File: config.mk
export PLATFORM = sky130hd
export DESIGN_NAME = reset_and_exception_control
export DESIGN_NICKNAME = d
export VERILOG_FILES = /design/src/include/reset_exc_pkg.sv /design/src/rtl/reset_and_exception_control.sv
export VERILOG_INCLUDE_DIRS = /design/src /design/src/include
export SDC_FILE = /design/constraint.sdc
export NUM_CORES = 1
export LEC_CHECK = 0
export ABC_AREA = 1
export BUFFER_PORTS_ARGS = -buffer_cell sky130_fd_sc_hd__buf_2
export CAP_MARGIN = 20
export CORE_ASPECT_RATIO = 0.6
export CORE_MARGIN = 4
export CORE_UTILIZATION = 47
export DETAILED_ROUTE_END_ITERATION = 7
export MAX_ROUTING_LAYER = met4
export PLACE_DENSITY = 0.78
export SLEW_MARGIN = 20
export SYNTH_ARGS = -nofsm -noshare
export SYNTH_HDL_FRONTEND = slang
export SYNTH_SLANG_ARGS = --single-unit
File: constraint.sdc
create_clock -name pclk -period 1.9 [get_ports pclk]
set_clock_uncertainty 0.1 [all_clocks]
set_input_delay 0.285 -clock pclk [delete_from_list [all_inputs] [get_ports pclk]]
set_output_delay 0.285 -clock pclk [all_outputs]
set_load 0.01 [all_outputs]
File: src/include/reset_exc_consts.svh
// register offsets, field positions, reset values and osc counts of the exception unit
`ifndef RESET_EXC_CONSTS_SVH
`define RESET_EXC_CONSTS_SVH
`define OFS_PEND_HIGH 12'h000
`define OFS_PEND_MID 12'h004
`define OFS_PEND_LOW 12'h008
`define OFS_CAUSE 12'h00C
`define OFS_CTRL 12'h010
`define CAUSE_ILLEGAL_BIT 0
`define CAUSE_BADFETCH_BIT 1
`define CAUSE_UNDERVOLT_BIT 2
`define CAUSE_MONITOR_BIT 3
`define CAUSE_PIN_BIT 4
`define CTRL_STOP_EN_BIT 0
`define CTRL_SHORT_REC_BIT 1
`define CTRL_RESET 2'h0
`define CNT_WIDTH 13
`define LONG_OSC_CYCLES 4096
`define PIN_LOW_OSC_CYCLES 32
`define HOLD_OSC_CYCLES 32
`define LONG_HOLD_OSC_CYCLES 64
`define SHORT_REC_OSC_CYCLES 32
`define VEC_SWI 5'h01
`define VEC_SRC_BASE 5'h02
`endif

File: src/include/reset_exc_pkg.sv
// types shared by the reset and exception unit
package reset_exc_pkg;
  typedef enum logic [2:0] {
    ST_RUN = 3'b000,
    ST_PIN = 3'b001,
    ST_HOLD = 3'b010,
    ST_EXT = 3'b011,
    ST_STOP = 3'b100,
    ST_RECOVER = 3'b101
  } seq_state_t;
  typedef logic [4:0] vector_code_t;
  typedef logic [15:0] source_vec_t;
endpackage : reset_exc_pkg

File: src/rtl/reset_and_exception_control.sv
// reset sequencing, system counter and interrupt arbitration of the exception unit
`timescale 1ns/1ps
`default_nettype none
`include "reset_exc_consts.svh"

module reset_and_exception_control #(
  parameter int LONG_COUNT = `LONG_OSC_CYCLES
) (
  input wire logic pclk,
  input wire logic presetn,
  input wire logic psel,
  input wire logic penable,
  input wire logic pwrite,
  input wire logic [11:0] paddr,
  input wire logic [31:0] pwdata,
  output logic [31:0] prdata,
  output logic pready,
  output logic pslverr,
  input wire logic osc_clk,
  input wire logic undefined_insn,
  input wire logic stop_insn,
  input wire logic opcode_fetch,
  input wire logic unmapped_access,
  input wire logic undervoltage,
  input wire logic monitor_entry_reset,
  input wire logic rst_pin_i,
  output logic rst_pin_o,
  output logic rst_pin_oe,
  output logic internal_reset_line,
  output logic bus_clk_en,
  output logic watchdog_tick,
  input wire logic insn_done,
  input wire logic interrupt_mask_bit,
  input wire reset_exc_pkg::source_vec_t irq_req,
  input wire reset_exc_pkg::source_vec_t irq_en,
  input wire logic swi_insn,
  input wire logic rti_insn,
  input wire logic break_req,
  input wire logic vector_ack,
  output logic int_entry,
  output reset_exc_pkg::vector_code_t vector_sel,
  output logic stack_pc_minus_one,
  output logic push_index_high,
  output logic restore_regs
);
  import reset_exc_pkg::*;

  localparam logic [12:0] LONG_LAST = 13'(LONG_COUNT - 1);
  localparam logic [12:0] PIN_LAST = 13'(`PIN_LOW_OSC_CYCLES - 1);
  localparam logic [12:0] HOLD_LAST = 13'(`HOLD_OSC_CYCLES - 1);
  localparam logic [12:0] LHOLD_LAST = 13'(`LONG_HOLD_OSC_CYCLES - 1);
  localparam logic [12:0] SREC_LAST = 13'(`SHORT_REC_OSC_CYCLES - 1);

  // highest priority is the lowest source index
  function automatic vector_code_t pick_source(input source_vec_t req);
    vector_code_t code;
    code = `VEC_SRC_BASE;
    for (int i = 15; i >= 0; i--) begin
      if (req[i]) begin
        code = 5'(`VEC_SRC_BASE + i);
      end
    end
    return code;
  endfunction : pick_source

  seq_state_t state_q, state_d;
  logic [`CNT_WIDTH-1:0] cnt_q, cnt_d;
  logic long_q, long_d;
  logic osc_q;
  logic [1:0] ctrl_q;
  logic [4:0] cause_q;
  logic lat_q;
  vector_code_t vec_q;
  logic pcm1_q, entry_q, restore_q, wd_q;
  logic oe_q, internal_reset_line_q, busen_q;
  logic [31:0] rdata_q;
  logic ready_q, err_q;

  // oscillator falling edge as a one-cycle enable
  wire osc_tick = osc_q & ~osc_clk;
  wire stop_en = ctrl_q[`CTRL_STOP_EN_BIT];
  wire short_rec = ctrl_q[`CTRL_SHORT_REC_BIT];

  wire ev_illegal = undefined_insn | (stop_insn & ~stop_en);
  // only opcode fetches count; data accesses are ignored here
  wire ev_badfetch = unmapped_access & opcode_fetch;
  wire ev_undervolt = undervoltage;
  wire ev_monitor = monitor_entry_reset;
  wire ev_internal = ev_illegal | ev_badfetch | ev_undervolt | ev_monitor;
  wire ext_low = ~rst_pin_i & ~oe_q;
  wire stop_go = stop_insn & stop_en & (state_q == ST_RUN) & ~ev_internal;

  wire cnt_wrap = osc_tick & (cnt_q == {`CNT_WIDTH{1'b1}});
  wire pin_done = osc_tick & (cnt_q == (long_q ? LONG_LAST : PIN_LAST));
  wire hold_done = osc_tick & (cnt_q == (long_q ? LHOLD_LAST : HOLD_LAST));
  wire rec_done = osc_tick & (cnt_q == (short_rec ? SREC_LAST : LONG_LAST));
  wire wake = (|(irq_req & irq_en)) | break_req;

  always_comb begin
    state_d = state_q;
    long_d = long_q;
    // external reset never touches the count
    cnt_d = osc_tick ? cnt_q + 13'h0001 : cnt_q;
    if (ev_internal) begin
      state_d = ST_PIN;
      long_d = ev_undervolt;
      cnt_d = '0;
    end else begin
      unique case (state_q)
        ST_RUN: begin
          if (ext_low) begin
            state_d = ST_EXT;
          end else if (stop_go) begin
            state_d = ST_STOP;
            cnt_d = '0;
          end
        end
        ST_PIN: begin
          if (pin_done) begin
            state_d = ST_HOLD;
            cnt_d = '0;
          end
        end
        ST_HOLD: begin
          if (hold_done) begin
            state_d = ST_RUN;
          end
        end
        ST_EXT: begin
          if (rst_pin_i) begin
            state_d = ST_RUN;
          end
        end
        ST_STOP: begin
          cnt_d = '0;
          if (wake | ext_low) begin
            state_d = ST_RECOVER;
          end
        end
        ST_RECOVER: begin
          if (rec_done) begin
            state_d = ext_low ? ST_EXT : ST_RUN;
          end
        end
        default: begin
          state_d = ST_PIN;
        end
      endcase
    end
  end

  always_ff @(posedge pclk or negedge presetn) begin
    if (!presetn) begin
      state_q <= ST_PIN;
      long_q <= 1'b1;
      cnt_q <= '0;
      osc_q <= 1'b0;
    end else begin
      state_q <= state_d;
      long_q <= long_d;
      cnt_q <= cnt_d;
      osc_q <= osc_clk;
    end
  end

  // pin and line levels follow the next state so they land with it
  always_ff @(posedge pclk or negedge presetn) begin
    if (!presetn) begin
      oe_q <= 1'b1;
      internal_reset_line_q <= 1'b1;
      busen_q <= 1'b0;
      wd_q <= 1'b0;
    end else begin
      oe_q <= (state_d == ST_PIN);
      internal_reset_line_q <= (state_d == ST_PIN) | (state_d == ST_HOLD) | (state_d == ST_EXT);
      busen_q <= (state_d == ST_RUN) | (state_d == ST_EXT);
      wd_q <= cnt_wrap;
    end
  end

  // interrupt latch and arbitration, only while running at instruction end
  wire run_ok = (state_q == ST_RUN) & ~ev_internal & ~ext_low;
  wire at_end = run_ok & insn_done & ~lat_q;
  wire hw_go = ~interrupt_mask_bit & (|(irq_req & irq_en));
  wire take_swi = at_end & (break_req | swi_insn);
  wire take_hw = at_end & ~break_req & ~swi_insn & hw_go;

  always_ff @(posedge pclk or negedge presetn) begin
    if (!presetn) begin
      lat_q <= 1'b0;
      vec_q <= '0;
      pcm1_q <= 1'b0;
      entry_q <= 1'b0;
      restore_q <= 1'b0;
    end else begin
      entry_q <= take_swi | take_hw;
      restore_q <= rti_insn & run_ok;
      if (take_swi) begin
        lat_q <= 1'b1;
        vec_q <= `VEC_SWI;
        pcm1_q <= 1'b0;
      end else if (take_hw) begin
        lat_q <= 1'b1;
        vec_q <= pick_source(irq_req & irq_en);
        pcm1_q <= 1'b1;
      end else if (vector_ack | ~run_ok) begin
        lat_q <= 1'b0;
      end
    end
  end

  // apb slave: data staged in the setup cycle, answer in the first access cycle
  wire setup = psel & ~penable;
  wire access = psel & penable & ready_q;
  wire hit_high = (paddr == `OFS_PEND_HIGH);
  wire hit_mid = (paddr == `OFS_PEND_MID);
  wire hit_low = (paddr == `OFS_PEND_LOW);
  wire hit_cause = (paddr == `OFS_CAUSE);
  wire hit_ctrl = (paddr == `OFS_CTRL);
  wire mapped = hit_high | hit_mid | hit_low | hit_cause | hit_ctrl;
  wire [31:0] rd_high = {24'h000000, irq_req[5:0], 2'b00};
  wire [31:0] rd_mid = {24'h000000, irq_req[13:6]};
  wire [31:0] rd_low = {30'h0, irq_req[15:14]};
  wire [31:0] rd_mux = hit_high ? rd_high : hit_mid ? rd_mid : hit_low ? rd_low :
                       hit_cause ? {27'h0, cause_q} :
                       hit_ctrl ? {30'h0, ctrl_q} : 32'h00000000;
  // read of the cause register clears it, a same-cycle event still lands
  wire cause_rd_clr = access & ~pwrite & hit_cause;
  wire [4:0] cause_set = {ext_low & (state_q != ST_EXT), ev_monitor, ev_undervolt,
                          ev_badfetch, ev_illegal};

  always_ff @(posedge pclk or negedge presetn) begin
    if (!presetn) begin
      rdata_q <= '0;
      ready_q <= 1'b0;
      err_q <= 1'b0;
      ctrl_q <= `CTRL_RESET;
      cause_q <= '0;
    end else begin
      ready_q <= setup;
      if (setup) begin
        rdata_q <= pwrite ? 32'h00000000 : rd_mux;
        err_q <= ~mapped;
      end
      // pending flag registers take no write at all
      if (access & pwrite & hit_ctrl) begin
        ctrl_q <= pwdata[1:0];
      end
      cause_q <= (cause_rd_clr ? 5'h00 : cause_q) | cause_set;
    end
  end

  assign prdata = rdata_q;
  assign pready = ready_q;
  assign pslverr = err_q;
  assign rst_pin_o = 1'b0;
  assign rst_pin_oe = oe_q;
  assign internal_reset_line = internal_reset_line_q;
  assign bus_clk_en = busen_q;
  assign watchdog_tick = wd_q;
  assign int_entry = entry_q;
  assign vector_sel = vec_q;
  assign stack_pc_minus_one = pcm1_q;
  assign push_index_high = 1'b0;
  assign restore_regs = restore_q;

  // helper: osc ticks spent with the pin driven in the current run
  logic [12:0] low_ticks_q;
  always_ff @(posedge pclk or negedge presetn) begin
    if (!presetn) begin
      low_ticks_q <= '0;
    end else if (!oe_q) begin
      low_ticks_q <= '0;
    end else if (osc_tick) begin
      low_ticks_q <= low_ticks_q + 13'h0001;
    end
  end

  chk_illegal_resets: assert property (@(posedge pclk) disable iff (!presetn)
    undefined_insn |=> rst_pin_oe && internal_reset_line && cause_q[`CAUSE_ILLEGAL_BIT])
    else $error("illegal instruction did not reset");
  chk_stop_disabled: assert property (@(posedge pclk) disable iff (!presetn)
    (stop_insn && !stop_en) |=> state_q == ST_PIN && cause_q[`CAUSE_ILLEGAL_BIT])
    else $error("disabled stop did not reset");
  chk_pin_drive: assert property (@(posedge pclk) disable iff (!presetn)
    (state_q == ST_PIN) |-> rst_pin_oe && !rst_pin_o)
    else $error("pin not driven low during internal reset");
  chk_badfetch_reset: assert property (@(posedge pclk) disable iff (!presetn)
    (unmapped_access && opcode_fetch) |=> cause_q[`CAUSE_BADFETCH_BIT] && rst_pin_oe)
    else $error("bad fetch did not reset");
  chk_data_no_reset: assert property (@(posedge pclk) disable iff (!presetn)
    (state_q == ST_RUN && unmapped_access && !opcode_fetch && !undefined_insn && !stop_insn
     && !undervoltage && !monitor_entry_reset && rst_pin_i && !cause_rd_clr)
    |=> state_q != ST_PIN && $stable(cause_q[`CAUSE_BADFETCH_BIT]))
    else $error("data access caused a reset");
  chk_pin_short_len: assert property (@(posedge pclk) disable iff (!presetn)
    $fell(rst_pin_oe) && !long_q |-> $past(low_ticks_q) == 13'(`PIN_LOW_OSC_CYCLES - 1))
    else $error("short reset pin pulse has wrong length");
  chk_pin_long_len: assert property (@(posedge pclk) disable iff (!presetn)
    $fell(rst_pin_oe) && long_q |-> $past(low_ticks_q) == LONG_LAST)
    else $error("long reset pin pulse has wrong length");
  chk_stop_clears: assert property (@(posedge pclk) disable iff (!presetn)
    stop_go |=> cnt_q == '0 && state_q == ST_STOP)
    else $error("stop did not clear counter");
  chk_wd_overflow: assert property (@(posedge pclk) disable iff (!presetn)
    cnt_wrap |=> watchdog_tick && cnt_q == '0)
    else $error("counter overflow did not tick watchdog");
  chk_ext_keeps_count: assert property (@(posedge pclk) disable iff (!presetn)
    (state_q == ST_EXT && !ev_internal && !osc_tick) |=> $stable(cnt_q))
    else $error("external reset changed counter");
  chk_recover_bus: assert property (@(posedge pclk) disable iff (!presetn)
    (state_q == ST_RECOVER && !ev_internal) |=> !bus_clk_en || state_q != ST_RECOVER)
    else $error("bus clock ran during recovery");
  chk_swi_vector: assert property (@(posedge pclk) disable iff (!presetn)
    take_swi |=> int_entry && vector_sel == `VEC_SWI && !stack_pc_minus_one)
    else $error("trap entry wrong");
  chk_mask_blocks: assert property (@(posedge pclk) disable iff (!presetn)
    (interrupt_mask_bit && !swi_insn && !break_req) |=> !int_entry)
    else $error("masked interrupt taken");
  chk_latch_holds: assert property (@(posedge pclk) disable iff (!presetn)
    (lat_q && !vector_ack && run_ok) |=> $stable(vector_sel))
    else $error("latched vector displaced");
  chk_flags_read: assert property (@(posedge pclk) disable iff (!presetn)
    (setup && !pwrite && hit_low) |=> prdata[31:2] == '0 && prdata[1:0] == $past(irq_req[15:14]))
    else $error("low flag register read wrong");

  cov_hw_interrupt: cover property (@(posedge pclk) disable iff (!presetn) take_hw ##1 int_entry);
  cov_long_reset: cover property (@(posedge pclk) disable iff (!presetn)
    $fell(rst_pin_oe) && long_q);
  cov_stop_wake: cover property (@(posedge pclk) disable iff (!presetn)
    state_q == ST_RECOVER ##1 state_q == ST_RUN);
  cov_break: cover property (@(posedge pclk) disable iff (!presetn) take_swi && break_req);
endmodule : reset_and_exception_control
`default_nettype wire

==> results_tabular.tex <==
\begin{tabular}{lr}
\hline
Metric & Value \\
\hline
\multicolumn{2}{l}{\textbf{Cells and area}} \\
\quad Core utilization of the finished layout & 61.0\% \\
\quad Diode count & 0 \\
\quad Number of nets in the layout & 590 \\
\quad Most common library cell in the layout ignoring fill and taps & buf\_2 \\
\quad Final cell area excluding filler cells & 0.00378 mm\^{}2 \\
\quad Synthesis-to-finish area growth & 24.3\% \\
\quad Share of cells above drive strength 1 & 33.7\% \\
\quad Non-filler cells, final & 579 \\
\quad Count of fill cells added during filler insertion & 584 \\
\quad Top library cells by usage in the layout, fill and taps aside & buf\_2 (86), nand2\_1 (78), inv\_1 (48) \\
\multicolumn{2}{l}{\textbf{Pwr}} \\
\quad Relative contribution of the clock network to total power & 31.6\% \\
\quad Internal power component & 1390 uW \\
\quad Power density normalized to cell area & 503 mW/mm\^{}2 \\
\quad Combinational share of power & 14.1\% \\
\quad Leakage dissipation & 0.00204 uW \\
\quad IR drop worst, VDD & 0.000258 V \\
\quad Switching share of total power & 27.0\% \\
\quad PnR Total Power & 1900 uW \\
\quad Psw & 513 uW \\
\quad Seq pwr share & 54.3\% \\
\multicolumn{2}{l}{\textbf{Synthesis}} \\
\quad Count of cell types in the netlist & 47 \\
\quad Avg Cell Area, Syn & 7.89 um\^{}2 \\
\quad Register area share after synthesis & 39.7\% \\
\quad Number of standard cells after synthesis & 385 \\
\quad Number of synthesized flops with an enable pin & 0 \\
\quad Cell area after synthesis & 0.00304 mm\^{}2 \\
\quad Cell types occupying the most area after synthesis & dfrtp\_1 (36\%), nand2\_1 (9.6\%), buf\_4 (6.7\%) \\
\quad Register bit count reported by yosys & 48 \\
\quad Fraction of synthesized cell area taken by the top area cell type & 36.2\% \\
\quad Synth area leader & dfrtp\_1 \\
\quad Count of warnings emitted by yosys & 0 \\
\quad Top FF cell, synth & dfrtp\_1 \\
\quad Proportion of synthesized flip-flops having asynchronous set or reset & 100\% \\
\multicolumn{2}{l}{\textbf{GRT}} \\
\quad Vias in the first global route & 2,646 \\
\quad First-pass GRT wire length & 12,500 um \\
\quad Total global routing overflow & 0 \\
\quad Number of antenna violations at the first check in global routing & 0 \\
\quad Largest net degree at the start of global routing & 29 \\
\quad GRT Resource Usage Total & 20.2\% \\
\multicolumn{2}{l}{\textbf{Floorplanning}} \\
\quad Chip Width & 112 um \\
\quad Number of standard-cell rows in the floorplan & 22 \\
\quad Height of the die & 70.3 um \\
\quad Ports & 143 \\
\quad Full die area & 0.00786 mm\^{}2 \\
\quad Initial core utilization & 49.1\% \\
\quad Area of the core & 0.00619 mm\^{}2 \\
\multicolumn{2}{l}{\textbf{Placed design}} \\
\quad Weighted congestion at the end of routability-driven global placement & 0.920 \\
\quad Instance count after placement with tap cells included & 562 \\
\quad Area after DPL & 0.00356 mm\^{}2 \\
\quad I/O Buffers & 86 \\
\quad HPWL reported at the end of detailed placement & 6250 um \\
\multicolumn{2}{l}{\textbf{Critical path}} \\
\quad Crit path launch & cnt\_q[1] \\
\quad Critical-path cell with the highest stage delay & dfrtp\_1 \\
\quad Endpoint required time on the critical path & 2.04 ns \\
\quad Critical path start-end classification & reg2reg \\
\quad Largest fanout on the critical path & 5 \\
\quad Capturing point of the worst reg2reg path & bus\_clk\_en \\
\quad FF-to-FF path depth & 10 \\
\quad Start of the worst register-to-register path & cnt\_q[1] \\
\quad Crit path top cell by count & nand3\_2 \\
\quad Crit-path cells & ha\_2, nand2\_4, nor2\_4, nand3\_2, a21o\_1, nand3\_2, nand4\_1, nor2\_4, nand3\_2, o21ai\_2 \\
\quad Arrival time of the worst setup path & 1.97 ns \\
\quad Internal reg-to-reg setup slack & 0.07 ns \\
\quad Critical Path Sink & bus\_clk\_en \\
\quad Type of element capturing the critical path & flop \\
\quad Largest stage delay, worst path & 0.37 ns \\
\quad Critical Path Start Type & flop \\
\multicolumn{2}{l}{\textbf{Flow run}} \\
\quad Number of max-capacitance violations reported & 0 \\
\multicolumn{2}{l}{\textbf{Route}} \\
\quad Drt drc & 0 \\
\quad Vias per Instance & 4.95 \\
\quad 1st-iter DRT viols & 172 \\
\quad Routed vias & 2,864 \\
\quad Wire length after detailed routing & 7730 um \\
\quad Wire length per cell & 13.3 um \\
\quad Count of antenna-violating nets left after detailed routing & 0 \\
\quad Number of optimization iterations in the first detailed-route pass & 5 \\
\multicolumn{2}{l}{\textbf{CTS}} \\
\quad Clock tree root driver cell & clkbuf\_8 \\
\quad Clock edge transition at the registers on the reported setup and hold paths & 0.09 ns \\
\quad Total number of clock tree sinks & 48 \\
\quad Number of buffers created by CTS & 5 \\
\quad Maximum level of the CTS H-tree & 2 \\
\quad Later-pin clock latency in the skew report & 0.30 ns \\
\quad TritonCTS clock tree & yes \\
\quad Clock tree buffer depth & 2 \\
\multicolumn{2}{l}{\textbf{Timing}} \\
\quad Final count of pins violating max slew & 0 \\
\quad Highest achievable clock rate & 546 MHz \\
\quad Count of final hold-check violations & 0 \\
\quad Final worst path period share & 96.3\% \\
\quad Sum Neg Setup Slack & 0 ns \\
\quad Setup repair after global routing missed its margin & true \\
\quad Final critical-path required period & 1.83 ns \\
\quad Total of endpoints with negative setup slack in the final report & 0 \\
\multicolumn{2}{l}{\textbf{Outcome}} \\
\quad Status & finished, final reports clean \\
\multicolumn{2}{l}{\textbf{Min path}} \\
\quad Type of the tightest min-delay check & in2reg \\
\hline
\end{tabular}
==> sequential cells by signal (all words and copies together), names as in the netlist, 2 cells and up <==
register    count
cause_q         5
cnt_q          13
ctrl_q          2
prdata          8
state_q         3
vector_sel      5
==> cell families (layout without fill, tap and decap cells) <==
kind of cell | Yosys count | count (layout) | share of synthesized area (%)
flops | 48 | 48 | 39.7
other cells | 1 | 26 | 0.123
fa+ha+maj | 1 | 1 | 0.412
compound gates | 56 | 56 | 12.0
buf+inv | 83 | 168 | 13.6
xor+xnor | 6 | 6 | 1.73
mux | 2 | 2 | 0.741
simple gates | 188 | 188 | 31.7
==> worst min-delay path by stage <==
stage / start / endpoint / slack (ns) / depth (start not counted)
floorplan: presetn / bus_clk_en / -0.11 / 0
global placement: presetn / cnt_q[8] / 0.18 / 1
detailed placement: presetn / watchdog_tick / 0.19 / 1
CTS: osc_clk / osc_q / 0.02 / 1
global route: osc_clk / osc_q / 0.03 / 1
finish: osc_clk / osc_q / 0.03 / 1
==> critical path, delay by kind of cell, from the launching register on <==
family                     cells  cell delay, ns
adders and majority gates      1            0.20
AOI/OAI and AO/OA              2            0.27
and+or+nand+nor                7            0.83
DFF                            1            0.37
==> per-layer routing <==
metal  track usage (%)  vias up  wire length (um)
met2              29.0      114              3380
met3              3.90       14               543
met4              4.86        0                89
met5                 -        -                 0
met1              29.4     1323              3710
li1                  -     1413                 -
==> cells in the mapped netlist (2+ instances only) <==
cell type,count
o221ai_1,2
dfstp_2,4
xor2_1,5
nand3_1,15
inv_1,49
nand2_1,78
nor3b_1,2
nor2_4,6
o22ai_1,2
o21ai_1,7
or2_1,2
mux2_2,2
buf_4,27
nand3_2,8
o21ai_2,2
a32o_1,2
nor3_4,2
dfrtp_1,44
nor2_1,43
nor3_1,14
o211a_1,3
o31ai_1,2
inv_2,5
nor2_2,4
a22o_1,3
nand2_2,3
nand2_4,2
a21oi_1,9
nand4_1,3
o21ai_0,18
==> power by group through the flow <==
| stage | registers, uW | logic [uW] | clock network (uW) |
|---|---|---|---|
| floorplan | 1050 | 159 | 0 |
| global placement | 1050 | 251 | 0 |
| detailed placement | 1050 | 257 | 0 |
| CTS | 1030 | 260 | 620 |
| global route | 1030 | 299 | 654 |
| finish | 1030 | 268 | 600 |
==> layout make-up <==
type	instances	area (um^2)	share of cell area (%)
Multi-Input combinational cell	279	1580	41.7
Sequential cell	48	1210	32.0
Clock buffer	7	76.3	2.02
Tap cell	84	105	2.78
Inverter	55	206	5.47
Clock inverter	1	5.00	0.133
Timing Repair Buffer	105	601	15.9
==> repair_timing <==
action / CTS / global route
hold endpoints to repair: 17 / 0
setup endpoints to repair: 0 / 16
buffers inserted: 0 / 8
gates resized for setup: 0 / 17
hold buffers: 1 / 0
==> metrics by stage <==
step                hold WS, ns  setup slack (ns)
finish                   0.0348            0.0694
global route             0.0275           -0.0642
CTS                      0.0241            0.0387
detailed placement        0.189            0.0191
global placement          0.177            0.0577
floorplan                -0.111             0.227
(Power assumes the default switching activity.)
